## src/rssi_pwm_pkg.sv

```systemverilog
package rssi_pwm_pkg;

   // clock and time base
   localparam int unsigned CLK_PERIOD_NS = 10;
   localparam int unsigned STEP_TIME_NS = 208_000;
   localparam int unsigned PERIOD_TIME_NS = 8_320_000;
   localparam int unsigned MS_TIME_NS = 1_000_000;
   localparam int unsigned HOLD_UNIT_NS = 100_000_000;
   localparam int unsigned STEP_CYCLES = STEP_TIME_NS / CLK_PERIOD_NS;
   localparam int unsigned MS_CYCLES = MS_TIME_NS / CLK_PERIOD_NS;
   localparam int unsigned HOLD_TICK_CYCLES = HOLD_UNIT_NS / CLK_PERIOD_NS;
   localparam int unsigned PERIOD_STEPS = PERIOD_TIME_NS / STEP_TIME_NS;

   // duty steps
   localparam logic [5:0] STEP_COUNT = 6'h28;
   localparam logic [5:0] MAX_STEP = 6'h26;
   localparam logic [7:0] STEP_BASE = 8'h0d;
   localparam logic [7:0] STEP_SLOPE_NUM = 8'h03;
   localparam logic [7:0] STEP_SLOPE_DEN = 8'h05;

   // signal level range
   localparam logic [5:0] LEVEL_MIN = 6'h06;
   localparam logic [5:0] LEVEL_MAX = 6'h36;

   // hold setting
   localparam logic [7:0] HOLD_OFF = 8'h00;
   localparam logic [7:0] HOLD_MAX = 8'h7f;
   localparam logic [7:0] HOLD_FOREVER = 8'hff;

   // strap capture
   localparam logic [1:0] STRAP_SETTLE = 2'h3;
   localparam logic RESET_DUTY_HIGH = 1'b0;

   typedef enum logic [1:0] {
      ST_SYNC = 2'b00,
      ST_LISTEN = 2'b01,
      ST_DRIVE = 2'b11,
      ST_OFF = 2'b10
   } pin_state_type;

   // level above sensitivity to duty step, saturating
   function automatic logic [5:0] level_to_step(input logic [5:0] level);
      logic [7:0] db;
      logic [7:0] step;
      db = 8'h00;
      step = 8'h00;
      if (level > LEVEL_MIN) begin
         db = {2'b00, level - LEVEL_MIN};
         step = STEP_BASE + (db * STEP_SLOPE_NUM) / STEP_SLOPE_DEN;
         if (step > {2'b00, MAX_STEP})
            step = {2'b00, MAX_STEP};
      end
      return step[5:0];
   endfunction

   // hold setting above the range clamps to the maximum
   function automatic logic [6:0] hold_units(input logic [7:0] hold);
      logic [7:0] h;
      h = (hold > HOLD_MAX) ? HOLD_MAX : hold;
      return h[6:0];
   endfunction

endpackage

```

## src/rssi_pwm_core.sv

```systemverilog
`timescale 1ns/1ps
module rssi_pwm_core #(
   parameter int unsigned STEP_CYC = rssi_pwm_pkg::STEP_CYCLES
) (
   // clock and reset
   input wire logic clk_i,
   input wire logic rstn_i,
   // duty request
   input wire logic [5:0] duty_i,
   // waveform
   output logic pwm_high_o,
   output logic period_start_o,
   output logic [5:0] duty_lat_o
);
   logic [23:0] pre_reg;
   logic [5:0] step_reg;
   logic [5:0] duty_reg;
   logic high_reg;
   logic [5:0] cur_duty;

   assign period_start_o = (pre_reg == 24'h000000) && (step_reg == 6'h00);
   assign cur_duty = period_start_o ? duty_i : duty_reg;

   // fixed period, independent of duty
   always_ff @(posedge clk_i) begin
      if (!rstn_i) begin
         pre_reg <= 24'h000000;
         step_reg <= 6'h00;
      end else if (pre_reg == 24'(STEP_CYC - 1)) begin
         pre_reg <= 24'h000000;
         if (step_reg == rssi_pwm_pkg::STEP_COUNT - 6'h01)
            step_reg <= 6'h00;
         else
            step_reg <= step_reg + 6'h01;
      end else begin
         pre_reg <= pre_reg + 24'h000001;
      end
   end

   // duty taken once per period, high first
   always_ff @(posedge clk_i) begin
      if (!rstn_i) begin
         duty_reg <= 6'h00;
         high_reg <= rssi_pwm_pkg::RESET_DUTY_HIGH;
      end else begin
         if (period_start_o)
            duty_reg <= duty_i;
         high_reg <= step_reg < cur_duty;
      end
   end

   assign pwm_high_o = high_reg;
   assign duty_lat_o = duty_reg;
endmodule // rssi_pwm_core

```

## src/rssi_hold_timer.sv

```systemverilog
`timescale 1ns/1ps
module rssi_hold_timer #(
   parameter int unsigned TICK_CYC = rssi_pwm_pkg::HOLD_TICK_CYCLES
) (
   // clock and reset
   input wire logic clk_i,
   input wire logic rstn_i,
   // control
   input wire logic load_i,
   input wire logic [7:0] hold_i,
   // status
   output logic expired_o
);
   logic [23:0] tick_reg;
   logic [6:0] count_reg;
   logic forever_reg;

   // restart on every captured packet
   always_ff @(posedge clk_i) begin
      if (!rstn_i) begin
         tick_reg <= 24'h000000;
         count_reg <= 7'h00;
         forever_reg <= 1'b0;
      end else if (load_i) begin
         tick_reg <= 24'h000000;
         count_reg <= rssi_pwm_pkg::hold_units(hold_i);
         forever_reg <= hold_i == rssi_pwm_pkg::HOLD_FOREVER;
      end else if (count_reg != 7'h00) begin
         if (tick_reg == 24'(TICK_CYC - 1)) begin
            tick_reg <= 24'h000000;
            count_reg <= count_reg - 7'h01;
         end else begin
            tick_reg <= tick_reg + 24'h000001;
         end
      end
   end

   assign expired_o = (count_reg == 7'h00) && !forever_reg;
endmodule // rssi_hold_timer

```

## src/rssi_pwm_indicator.sv

```systemverilog
`timescale 1ns/1ps
module rssi_pwm_indicator #(
   parameter int unsigned STEP_CYC = rssi_pwm_pkg::STEP_CYCLES,
   parameter int unsigned MS_CYC = rssi_pwm_pkg::MS_CYCLES,
   parameter int unsigned TICK_CYC = rssi_pwm_pkg::HOLD_TICK_CYCLES
) (
   // clock and reset
   input wire logic clk_i,
   input wire logic rstn_i,
   // configuration
   input wire logic [7:0] signal_pwm_hold_time_i,
   // received packet
   input wire logic pkt_valid_i,
   input wire logic [5:0] last_packet_signal_level_i,
   // shared pin
   input wire logic config_pin_i,
   output logic config_pin_o,
   output logic config_pin_oe_o,
   // strap result
   output logic command_mode_o,
   output logic strap_done_o
);
   rssi_pwm_pkg::pin_state_type state_reg;
   logic sync1_reg;
   logic sync2_reg;
   logic sync3_reg;
   logic pin_filt_reg;
   logic [1:0] settle_reg;
   logic [23:0] ms_pre_reg;
   logic [6:0] ms_cnt_reg;
   logic [5:0] duty_reg;
   logic seen_reg;
   logic out_reg;
   logic oe_reg;
   logic cmd_reg;
   logic done_reg;
   logic expired;
   logic pwm_high;
   logic period_start;
   logic [5:0] duty_lat;
   logic show;
   logic [5:0] duty_shown;
   logic hold_on;
   logic pin_filt_next;

   assign hold_on = signal_pwm_hold_time_i != rssi_pwm_pkg::HOLD_OFF;
   assign pin_filt_next = (sync2_reg == sync3_reg) ? sync3_reg : pin_filt_reg;
   assign show = seen_reg && !expired && hold_on;
   assign duty_shown = show ? duty_reg : 6'h00;

   // pin synchroniser, change taken when stages two and three agree
   always_ff @(posedge clk_i) begin
      if (!rstn_i) begin
         sync1_reg <= 1'b1;
         sync2_reg <= 1'b1;
         sync3_reg <= 1'b1;
         pin_filt_reg <= 1'b1;
      end else begin
         sync1_reg <= config_pin_i;
         sync2_reg <= sync1_reg;
         sync3_reg <= sync2_reg;
         pin_filt_reg <= pin_filt_next;
      end
   end

   // packet capture
   always_ff @(posedge clk_i) begin
      if (!rstn_i) begin
         duty_reg <= 6'h00;
         seen_reg <= 1'b0;
      end else if (pkt_valid_i) begin
         duty_reg <= rssi_pwm_pkg::level_to_step(
            last_packet_signal_level_i);
         seen_reg <= 1'b1;
      end
   end

   // pin direction sequence
   always_ff @(posedge clk_i) begin
      if (!rstn_i) begin
         state_reg <= rssi_pwm_pkg::ST_SYNC;
         settle_reg <= 2'h0;
         ms_pre_reg <= 24'h000000;
         ms_cnt_reg <= 7'h00;
         cmd_reg <= 1'b0;
         done_reg <= 1'b0;
      end else begin
         // input-time milliseconds run from reset release
         if (ms_pre_reg == 24'(MS_CYC - 1)) begin
            ms_pre_reg <= 24'h000000;
            if (ms_cnt_reg != rssi_pwm_pkg::HOLD_MAX[6:0])
               ms_cnt_reg <= ms_cnt_reg + 7'h01;
         end else begin
            ms_pre_reg <= ms_pre_reg + 24'h000001;
         end
         case (state_reg)
            rssi_pwm_pkg::ST_SYNC: begin
               if (settle_reg == rssi_pwm_pkg::STRAP_SETTLE) begin
                  // filter's next value, stage three has only just settled
                  cmd_reg <= !pin_filt_next;
                  done_reg <= 1'b1;
                  state_reg <= rssi_pwm_pkg::ST_LISTEN;
               end else begin
                  settle_reg <= settle_reg + 2'h1;
               end
            end
            rssi_pwm_pkg::ST_LISTEN: begin
               if (!hold_on)
                  state_reg <= rssi_pwm_pkg::ST_OFF;
               else if (ms_cnt_reg >= rssi_pwm_pkg::hold_units(
                     signal_pwm_hold_time_i))
                  state_reg <= rssi_pwm_pkg::ST_DRIVE;
            end
            rssi_pwm_pkg::ST_DRIVE: begin
               if (!hold_on)
                  state_reg <= rssi_pwm_pkg::ST_OFF;
            end
            rssi_pwm_pkg::ST_OFF: begin
               if (hold_on)
                  state_reg <= rssi_pwm_pkg::ST_LISTEN;
            end
            default: state_reg <= rssi_pwm_pkg::ST_SYNC;
         endcase
      end
   end

   // pin drive
   always_ff @(posedge clk_i) begin
      if (!rstn_i) begin
         out_reg <= 1'b0;
         oe_reg <= 1'b0;
      end else begin
         oe_reg <= (state_reg == rssi_pwm_pkg::ST_DRIVE) && hold_on;
         out_reg <= (state_reg == rssi_pwm_pkg::ST_DRIVE) && show
            && pwm_high;
      end
   end

   rssi_pwm_core #(
      .STEP_CYC(STEP_CYC)
   ) u_core (
      .clk_i(clk_i),
      .rstn_i(rstn_i),
      .duty_i(duty_shown),
      .pwm_high_o(pwm_high),
      .period_start_o(period_start),
      .duty_lat_o(duty_lat)
   );

   rssi_hold_timer #(
      .TICK_CYC(TICK_CYC)
   ) u_hold (
      .clk_i(clk_i),
      .rstn_i(rstn_i),
      .load_i(pkt_valid_i),
      .hold_i(signal_pwm_hold_time_i),
      .expired_o(expired)
   );

   assign config_pin_o = out_reg;
   assign config_pin_oe_o = oe_reg;
   assign command_mode_o = cmd_reg;
   assign strap_done_o = done_reg;

   // helper counters for period and high-time checks
   logic [31:0] per_cnt;
   logic [31:0] high_cnt;
   logic [5:0] prev_duty;
   logic first_seen;
   always_ff @(posedge clk_i) begin
      if (!rstn_i) begin
         per_cnt <= 32'h00000000;
         high_cnt <= 32'h00000000;
         prev_duty <= 6'h00;
         first_seen <= 1'b0;
      end else if (period_start) begin
         per_cnt <= 32'h00000000;
         high_cnt <= 32'h00000000;
         prev_duty <= duty_shown;
         first_seen <= 1'b1;
      end else begin
         per_cnt <= per_cnt + 32'h00000001;
         high_cnt <= high_cnt + {31'h00000000, pwm_high};
      end
   end

   a_period_fixed: assert property (
      @(posedge clk_i) disable iff (!rstn_i)
      period_start && first_seen |->
      per_cnt == 32'(STEP_CYC * rssi_pwm_pkg::PERIOD_STEPS - 1))
      else $error("pwm period length wrong");

   a_high_steps: assert property (
      @(posedge clk_i) disable iff (!rstn_i)
      period_start && first_seen |->
      high_cnt + {31'h00000000, pwm_high} ==
      32'(prev_duty) * 32'(STEP_CYC))
      else $error("high time not a whole number of steps");

   a_duty_ceiling: assert property (
      @(posedge clk_i) disable iff (!rstn_i)
      duty_lat <= rssi_pwm_pkg::MAX_STEP)
      else $error("duty above ninety five percent");

   a_duty_saturate: assert property (
      @(posedge clk_i) disable iff (!rstn_i)
      pkt_valid_i && last_packet_signal_level_i == rssi_pwm_pkg::LEVEL_MAX
      |=> duty_reg == rssi_pwm_pkg::MAX_STEP)
      else $error("strongest packet not at top step");

   a_zero_weak: assert property (
      @(posedge clk_i) disable iff (!rstn_i)
      pkt_valid_i && last_packet_signal_level_i <= rssi_pwm_pkg::LEVEL_MIN
      |=> duty_reg == 6'h00)
      else $error("weak packet gave non-zero duty");

   a_chart_low: assert property (
      @(posedge clk_i) disable iff (!rstn_i)
      pkt_valid_i && last_packet_signal_level_i == 6'h10
      |=> duty_reg == 6'h13)
      else $error("10 dB point not 47.5 percent");

   a_chart_point: assert property (
      @(posedge clk_i) disable iff (!rstn_i)
      pkt_valid_i && last_packet_signal_level_i == 6'h1a
      |=> duty_reg == 6'h19)
      else $error("20 dB point not 62.5 percent");

   a_chart_high: assert property (
      @(posedge clk_i) disable iff (!rstn_i)
      pkt_valid_i && last_packet_signal_level_i == 6'h24
      |=> duty_reg == 6'h1f)
      else $error("30 dB point not 77.5 percent");

   a_high_first: assert property (
      @(posedge clk_i) disable iff (!rstn_i)
      period_start && duty_shown != 6'h00 |=> pwm_high [*1])
      else $error("period did not start high");

   a_hold_off: assert property (
      @(posedge clk_i) disable iff (!rstn_i)
      !hold_on [*2] |=> !config_pin_oe_o)
      else $error("pin driven with hold off");

   a_expired_low: assert property (
      @(posedge clk_i) disable iff (!rstn_i)
      expired |=> !config_pin_o)
      else $error("output high after hold expiry");

   a_forever_on: assert property (
      @(posedge clk_i) disable iff (!rstn_i)
      pkt_valid_i && signal_pwm_hold_time_i == rssi_pwm_pkg::HOLD_FOREVER
      |=> !expired)
      else $error("permanent hold timed out");

   a_low_unseen: assert property (
      @(posedge clk_i) disable iff (!rstn_i)
      !seen_reg |=> !config_pin_o)
      else $error("output high before any packet");

   a_strap_held: assert property (
      @(posedge clk_i) disable iff (!rstn_i)
      done_reg |=> done_reg && $stable(cmd_reg))
      else $error("strap result changed after capture");

   a_input_early: assert property (
      @(posedge clk_i) disable iff (!rstn_i)
      state_reg != rssi_pwm_pkg::ST_DRIVE |=> !config_pin_oe_o)
      else $error("pin driven during input phase");

   a_drive_out: assert property (
      @(posedge clk_i) disable iff (!rstn_i)
      state_reg == rssi_pwm_pkg::ST_DRIVE && hold_on |=> config_pin_oe_o)
      else $error("pin not turned to output");

   a_listen_time: assert property (
      @(posedge clk_i) disable iff (!rstn_i)
      state_reg == rssi_pwm_pkg::ST_LISTEN && hold_on &&
      ms_cnt_reg < rssi_pwm_pkg::hold_units(signal_pwm_hold_time_i)
      |=> state_reg != rssi_pwm_pkg::ST_DRIVE)
      else $error("pin turned output too early");

   a_reload_hold: assert property (
      @(posedge clk_i) disable iff (!rstn_i)
      pkt_valid_i && hold_on |=> !expired)
      else $error("packet did not restart hold");

endmodule // rssi_pwm_indicator

```

## config.mk

```make
export PLATFORM = sky130hd
export DESIGN_NAME = rssi_pwm_indicator
export DESIGN_NICKNAME = d
export VERILOG_FILES = /design/src/rssi_pwm_pkg.sv /design/src/rssi_pwm_core.sv /design/src/rssi_hold_timer.sv /design/src/rssi_pwm_indicator.sv
export SDC_FILE = /design/constraint.sdc
export NUM_CORES = 1
export LEC_CHECK = 0
export BUFFER_PORTS_ARGS = -buffer_cell sky130_fd_sc_hd__buf_2
export CELL_PAD_IN_SITES_DETAIL_PLACEMENT = 1
export CELL_PAD_IN_SITES_GLOBAL_PLACEMENT = 2
export CORE_MARGIN = 2
export CORE_UTILIZATION = 42
export CTS_CLUSTER_SIZE = 12
export DETAILED_ROUTE_END_ITERATION = 7
export PLACE_DENSITY_LB_ADDON = 0.12
export RECOVER_POWER = 25
export SLEW_MARGIN = 20
export SYNTH_ARGS = -nofsm -noshare
export SYNTH_HDL_FRONTEND = slang
export SYNTH_HIERARCHICAL = 1
export SYNTH_SLANG_ARGS = --single-unit
```

## constraint.sdc

```tcl
create_clock -name clk_i -period 18.25 [get_ports clk_i]
set_input_delay 3.65 -clock clk_i [delete_from_list [all_inputs] [get_ports clk_i]]
set_output_delay 3.65 -clock clk_i [all_outputs]
set_load 0.01 [all_outputs]
```

# [Word-level counts from Yosys, hierarchy flattened]
# Cells that the tools add are included.
[totals] wordCells=97 in_bits=18 regBits=119
[classes] mul=1 addsub=9 bitwise=2 reduce_logical=26 n_div=1 n_eq_ne=15 n_mux=17 order_cmp=5
[ops] operator="$add 24x1->24 const B" n=3
[ops] operator="$mux 6" n=5
[ops] operator="$mux 7" n=4
[ops] operator="$eq 24x15->1 const B" n=1
[ops] operator="$eq 24x17->1 const B" n=1
[ops] operator="$eq 24x24->1 const B" n=1
[ops] operator="$logic_not 24->1" n=1
[ops] operator="$mux 24" n=1
[ops] operator="$mux 2" n=5
[ops] operator="$add 4x8->8 const A" n=1
[ops] operator="$div 8x3->8 const B" n=1
[ops] operator="$eq 8x8->1 const B" n=1
[ops] operator="$gt 8x6->1 const B" n=1
[ops] operator="$gt 8x7->1 const B" n=1
[ops] operator="$mul 6x2->8 const B" n=1
[ops] operator="$pmux 2 s4" n=1
[ops] operator="$reduce_and 2->1" n=4
[ops] operator="$reduce_bool 8->1" n=1
[ops] operator="$add 7x1->7 const B" n=1
[ops] operator="$ge 7x7->1" n=1
[ops] operator="$logic_and 1x1->1" n=7
[ops] operator="$logic_not 7->1" n=1
[ops] operator="$ne 7x7->1 const B" n=1
[ops] operator="$reduce_bool 7->1" n=1
[ops] operator="20 further kinds" n=30

# [Logic depth before layout (Yosys ltp)]
[depth] ltp_word=8 ltp_mapped=30

# [Cells and area by module]
# Netlist, hierarchy kept.
[by_module_without_submodules] mod="rssi_pwm_indicator" instances=1 cells_each=471 area_each_um2=3851.2
[by_module_without_submodules] mod="rssi_pwm_core" instances=1 cells_each=225 area_each_um2=1920.6
[by_module_without_submodules] mod="rssi_hold_timer" instances=1 cells_each=215 area_each_um2=1778.0

# [Worst setup path before layout]
# Ideal clock, no wire load.
[synth_path] path_type="input port to flip-flop" from="input last_packet_signal_level_i[1]" to="register duty_reg[0]" slack_ns=9.262 arrival_time_ns=8.929 path_buffers=2 setup_time_ns=0.059 stages=28 path_cell_list="ha_1 -> nor3_4 -> xor2_1 -> ha_1 -> buf_2 -> and4_4 -> nor4b_4 -> nor2_2 -> o2111a_1 -> a211o_1 -> or2_1 -> buf_6 -> inv_1 -> ha_1 -> inv_1 -> o41ai_1 -> o221a_2 -> nor2_1 -> a311o_1 -> ha_1 -> nor2b_1 -> nor2_1 -> a32oi_1 -> a211o_1 -> o211ai_1 -> nor3_1 -> or4_1 -> nand2_1"
[synth_via] elab_chain_cells=7 elab_cells_between_ends=8 cone_classes="add/sub (2); mul (1); div (1); order compare (2); mux (2)"
[synth_lines] item="from (decl)" line_no="rssi_pwm_indicator.sv:14" source="input wire logic [5:0] last_packet_signal_level_i,"
[synth_lines] item="$sub 6x3->6" line_no="rssi_pwm_pkg.sv:48" source="db = {2'b00, level - LEVEL_MIN};"
[synth_lines] item="$mul 6x2->8" line_no="rssi_pwm_pkg.sv:49" source="step = STEP_BASE + (db * STEP_SLOPE_NUM) / STEP_SLOPE_DEN;"
[synth_lines] item="$div 8x3->8" line_no="rssi_pwm_pkg.sv:49"
[synth_lines] item="$add 4x8->8" line_no="rssi_pwm_pkg.sv:49"
[synth_lines] item="$gt 8x6->1" line_no="rssi_pwm_pkg.sv:50" source="if (step > {2'b00, MAX_STEP})"
[synth_lines] item="$mux 6" line_no="rssi_pwm_pkg.sv:50"
[synth_lines] item="$mux 6 *" line_no="rssi_pwm_pkg.sv:47" source="if (level > LEVEL_MIN) begin"
[synth_lines] item="to (signal assigned)" line_no="rssi_pwm_indicator.sv:72" source="duty_reg <= rssi_pwm_pkg::level_to_step("
[synth_lines] item="to (decl)" line_no="rssi_pwm_indicator.sv:31" source="logic [5:0] duty_reg;"
# Every way passes the cells marked *; elsewhere a longest branch is shown, timed or not.
# A chain may end at the register's enable or synchronous reset.

# [Final worst setup path]
# Same ends and word-level chain as after synthesis.

==> reports/results.txt <==
Buffers on Ports: 21
Largest net degree at the start of global routing: 42
Final period util: 52.97%
Hold Slack: 0.4265 ns
First-pass GRT wire length: 34080 um
DP Wirelength: 14440 um
Status: finished with violations
Final setup viols: 0
Area grow syn2layout: 11.21%
Hold_buf cts: 0
NumNets Final: 976
CTS Buf Count: 17
Crit path largest cell delay: 0.51 ns
DRC Markers: 0
Average wire per standard cell: 17.04 um
Fmax: 103.4 MHz
Final core area utilization: 47.20%
Slowest-stage cell, CP: or4_1
Ant diodes: 0
# Max-Cap Violations: 2
Via density: 5.826
DP Area: 0.007786 mm2
Die height: 138.0 um
Worst skew pair latency: 0.42 ns
Sw Pwr: 301.6 uW
Setup TNS: 0 ns
Die area: 0.01906 mm2
Ratio of cells with drive above 1 in the final layout: 10.48%
Most frequent cells in the layout: dfxtp_1 (119), nor2_1 (95), nand3_1 (57), nand2_1 (54), a21oi_1 (44)
Syn nets: 964
Post-route cell area: 0.008392 mm2
Power Density: 108.6 mW/mm2
Worst VDD drop: 0.05881 mV
Syn_area_per_cell: 8.292 um2
Initial antenna violation count: 0
Global placer's final weighted congestion: 0.8375
Total track usage: 21.24%
Final WL: 19840 um
Drt first pass iters: 4
Vias in the first global route: 6881
Maximum clock path buffer count: 2
Internal Power: 609.7 uW
Yosys warns: 6
Tmin final: 9.668 ns
Iter 0 DRT Violations: 259
Rows: 49
Final Skew: 0.01886 ns
Fin. Hold Viols: 0
Setup bufs post-CTS: 0
Failing checks: capacitance limit, slew limit
Rel. slew slack: -98.08%
Root Buffer: clkbuf_16
WL met2: 9525 um
Slew of the pin with the lowest slew margin: 2.940 ns
RSZ-0062 raised after global routing: false
Num ports: 22
Routed length on met3: 475 um
Gate power share: 30.7%
Gr ovfl total: 0
Critical path arrival: 10.02 ns
WS Path Type: in2reg
Die X: 138.0 um
Vias: 6781
Crit path launch type: input pin
DRT antenna net count: 0
TritonCTS clock tree: done
Max-slew violations: 69
Clock-pin slew on the worst setup and hold paths: 0.06 ns
Post-CTS sizing: 0
Clock Sinks: 119
Worst Hold Class: reg2reg
Most common cell after layout, fill and taps aside: dfxtp_1
CP required: 18.60 ns
Initial Utilization: 42.44%
Max Used Layer: met4
LEAKAGE: 0.003089 uW
Syn Inst Count: 910
Pre-CTS setup slack: 8.258 ns
Core Area: 0.01778 mm2
Worst setup EP type: flip-flop
Sequential power share: 30.7%
Htree depth: 4
Metal-1 WL: 9680 um
CP most frequent cell: ha_1
Mapped cell area: 0.007546 mm2
Clock share of power: 38.6%
CP max FO: 13
Cell family with most CP delay: compound AO/OA/AOI/OAI gates
WP buf/inv: 3
Fill count: 2133
Sw frac: 33.09%
Final WS setup: 8.582 ns
-- layout make-up --
class	instances	area, um2	share of cell area, %
Inverter	34	127.6	1.521
Tap cell	229	286.5	3.414
Timing Repair Buffer	24	123.9	1.476
Multi-Input combinational cell	726	4858	57.89
Clock buffer	21	440.4	5.248
Sequential cell	119	2382	28.39
Clock inverter	11	172.7	2.058
-- stage by stage --
step | total power [uW] | instances
3_5_place_dp | 561.9 | 1132
2_1_floorplan | 498.5 | 910
3_3_place_gp | 545.5 | 1132
4_1_cts | 921.8 | 1164
5_1_grt | 969.7 | 1164
6_report | 911.2 | 1164
-- power by group through the flow --
| stage | Clock, uW | Sequential (uW) | Combinational [uW] |
|---|---|---|---|
| after detailed placement | 0 | 285 | 277 |
| after global routing | 375 | 281 | 314 |
| after CTS | 363 | 280 | 279 |
| after floorplan | 0 | 283 | 215 |
| after global placement | 0 | 284 | 261 |
| final | 352 | 279 | 280 |
-- metal layers --
layer | up-vias | track usage, %
li1 | 3358 | -
met1 | 3328 | 28.13
met2 | 83 | 35.49
met3 | 12 | 4.191
met4 | 0 | 5.747
met5 | - | 0
-- worst reg2reg max path: stages (launching register included) --
cell     delay [ns]
dfxtp_1        0.33
nor4_1         0.48
nand4_1        0.57
o21ai_0        2.38
a21oi_1        0.18
-- path summary, 6_finish.rpt --
path	slack (ns)	cells past startpoint	start	to
min reg2reg	0.43	1	sync1_reg	sync2_reg
max reg2reg	14.02	4	u_core/pre_reg[6]	u_core/pre_reg[15]
min	0.43	1	sync1_reg	sync2_reg
max	8.58	27	last_packet_signal_level_i[1]	duty_reg[0]
Power figures use the tool's default switching activity.
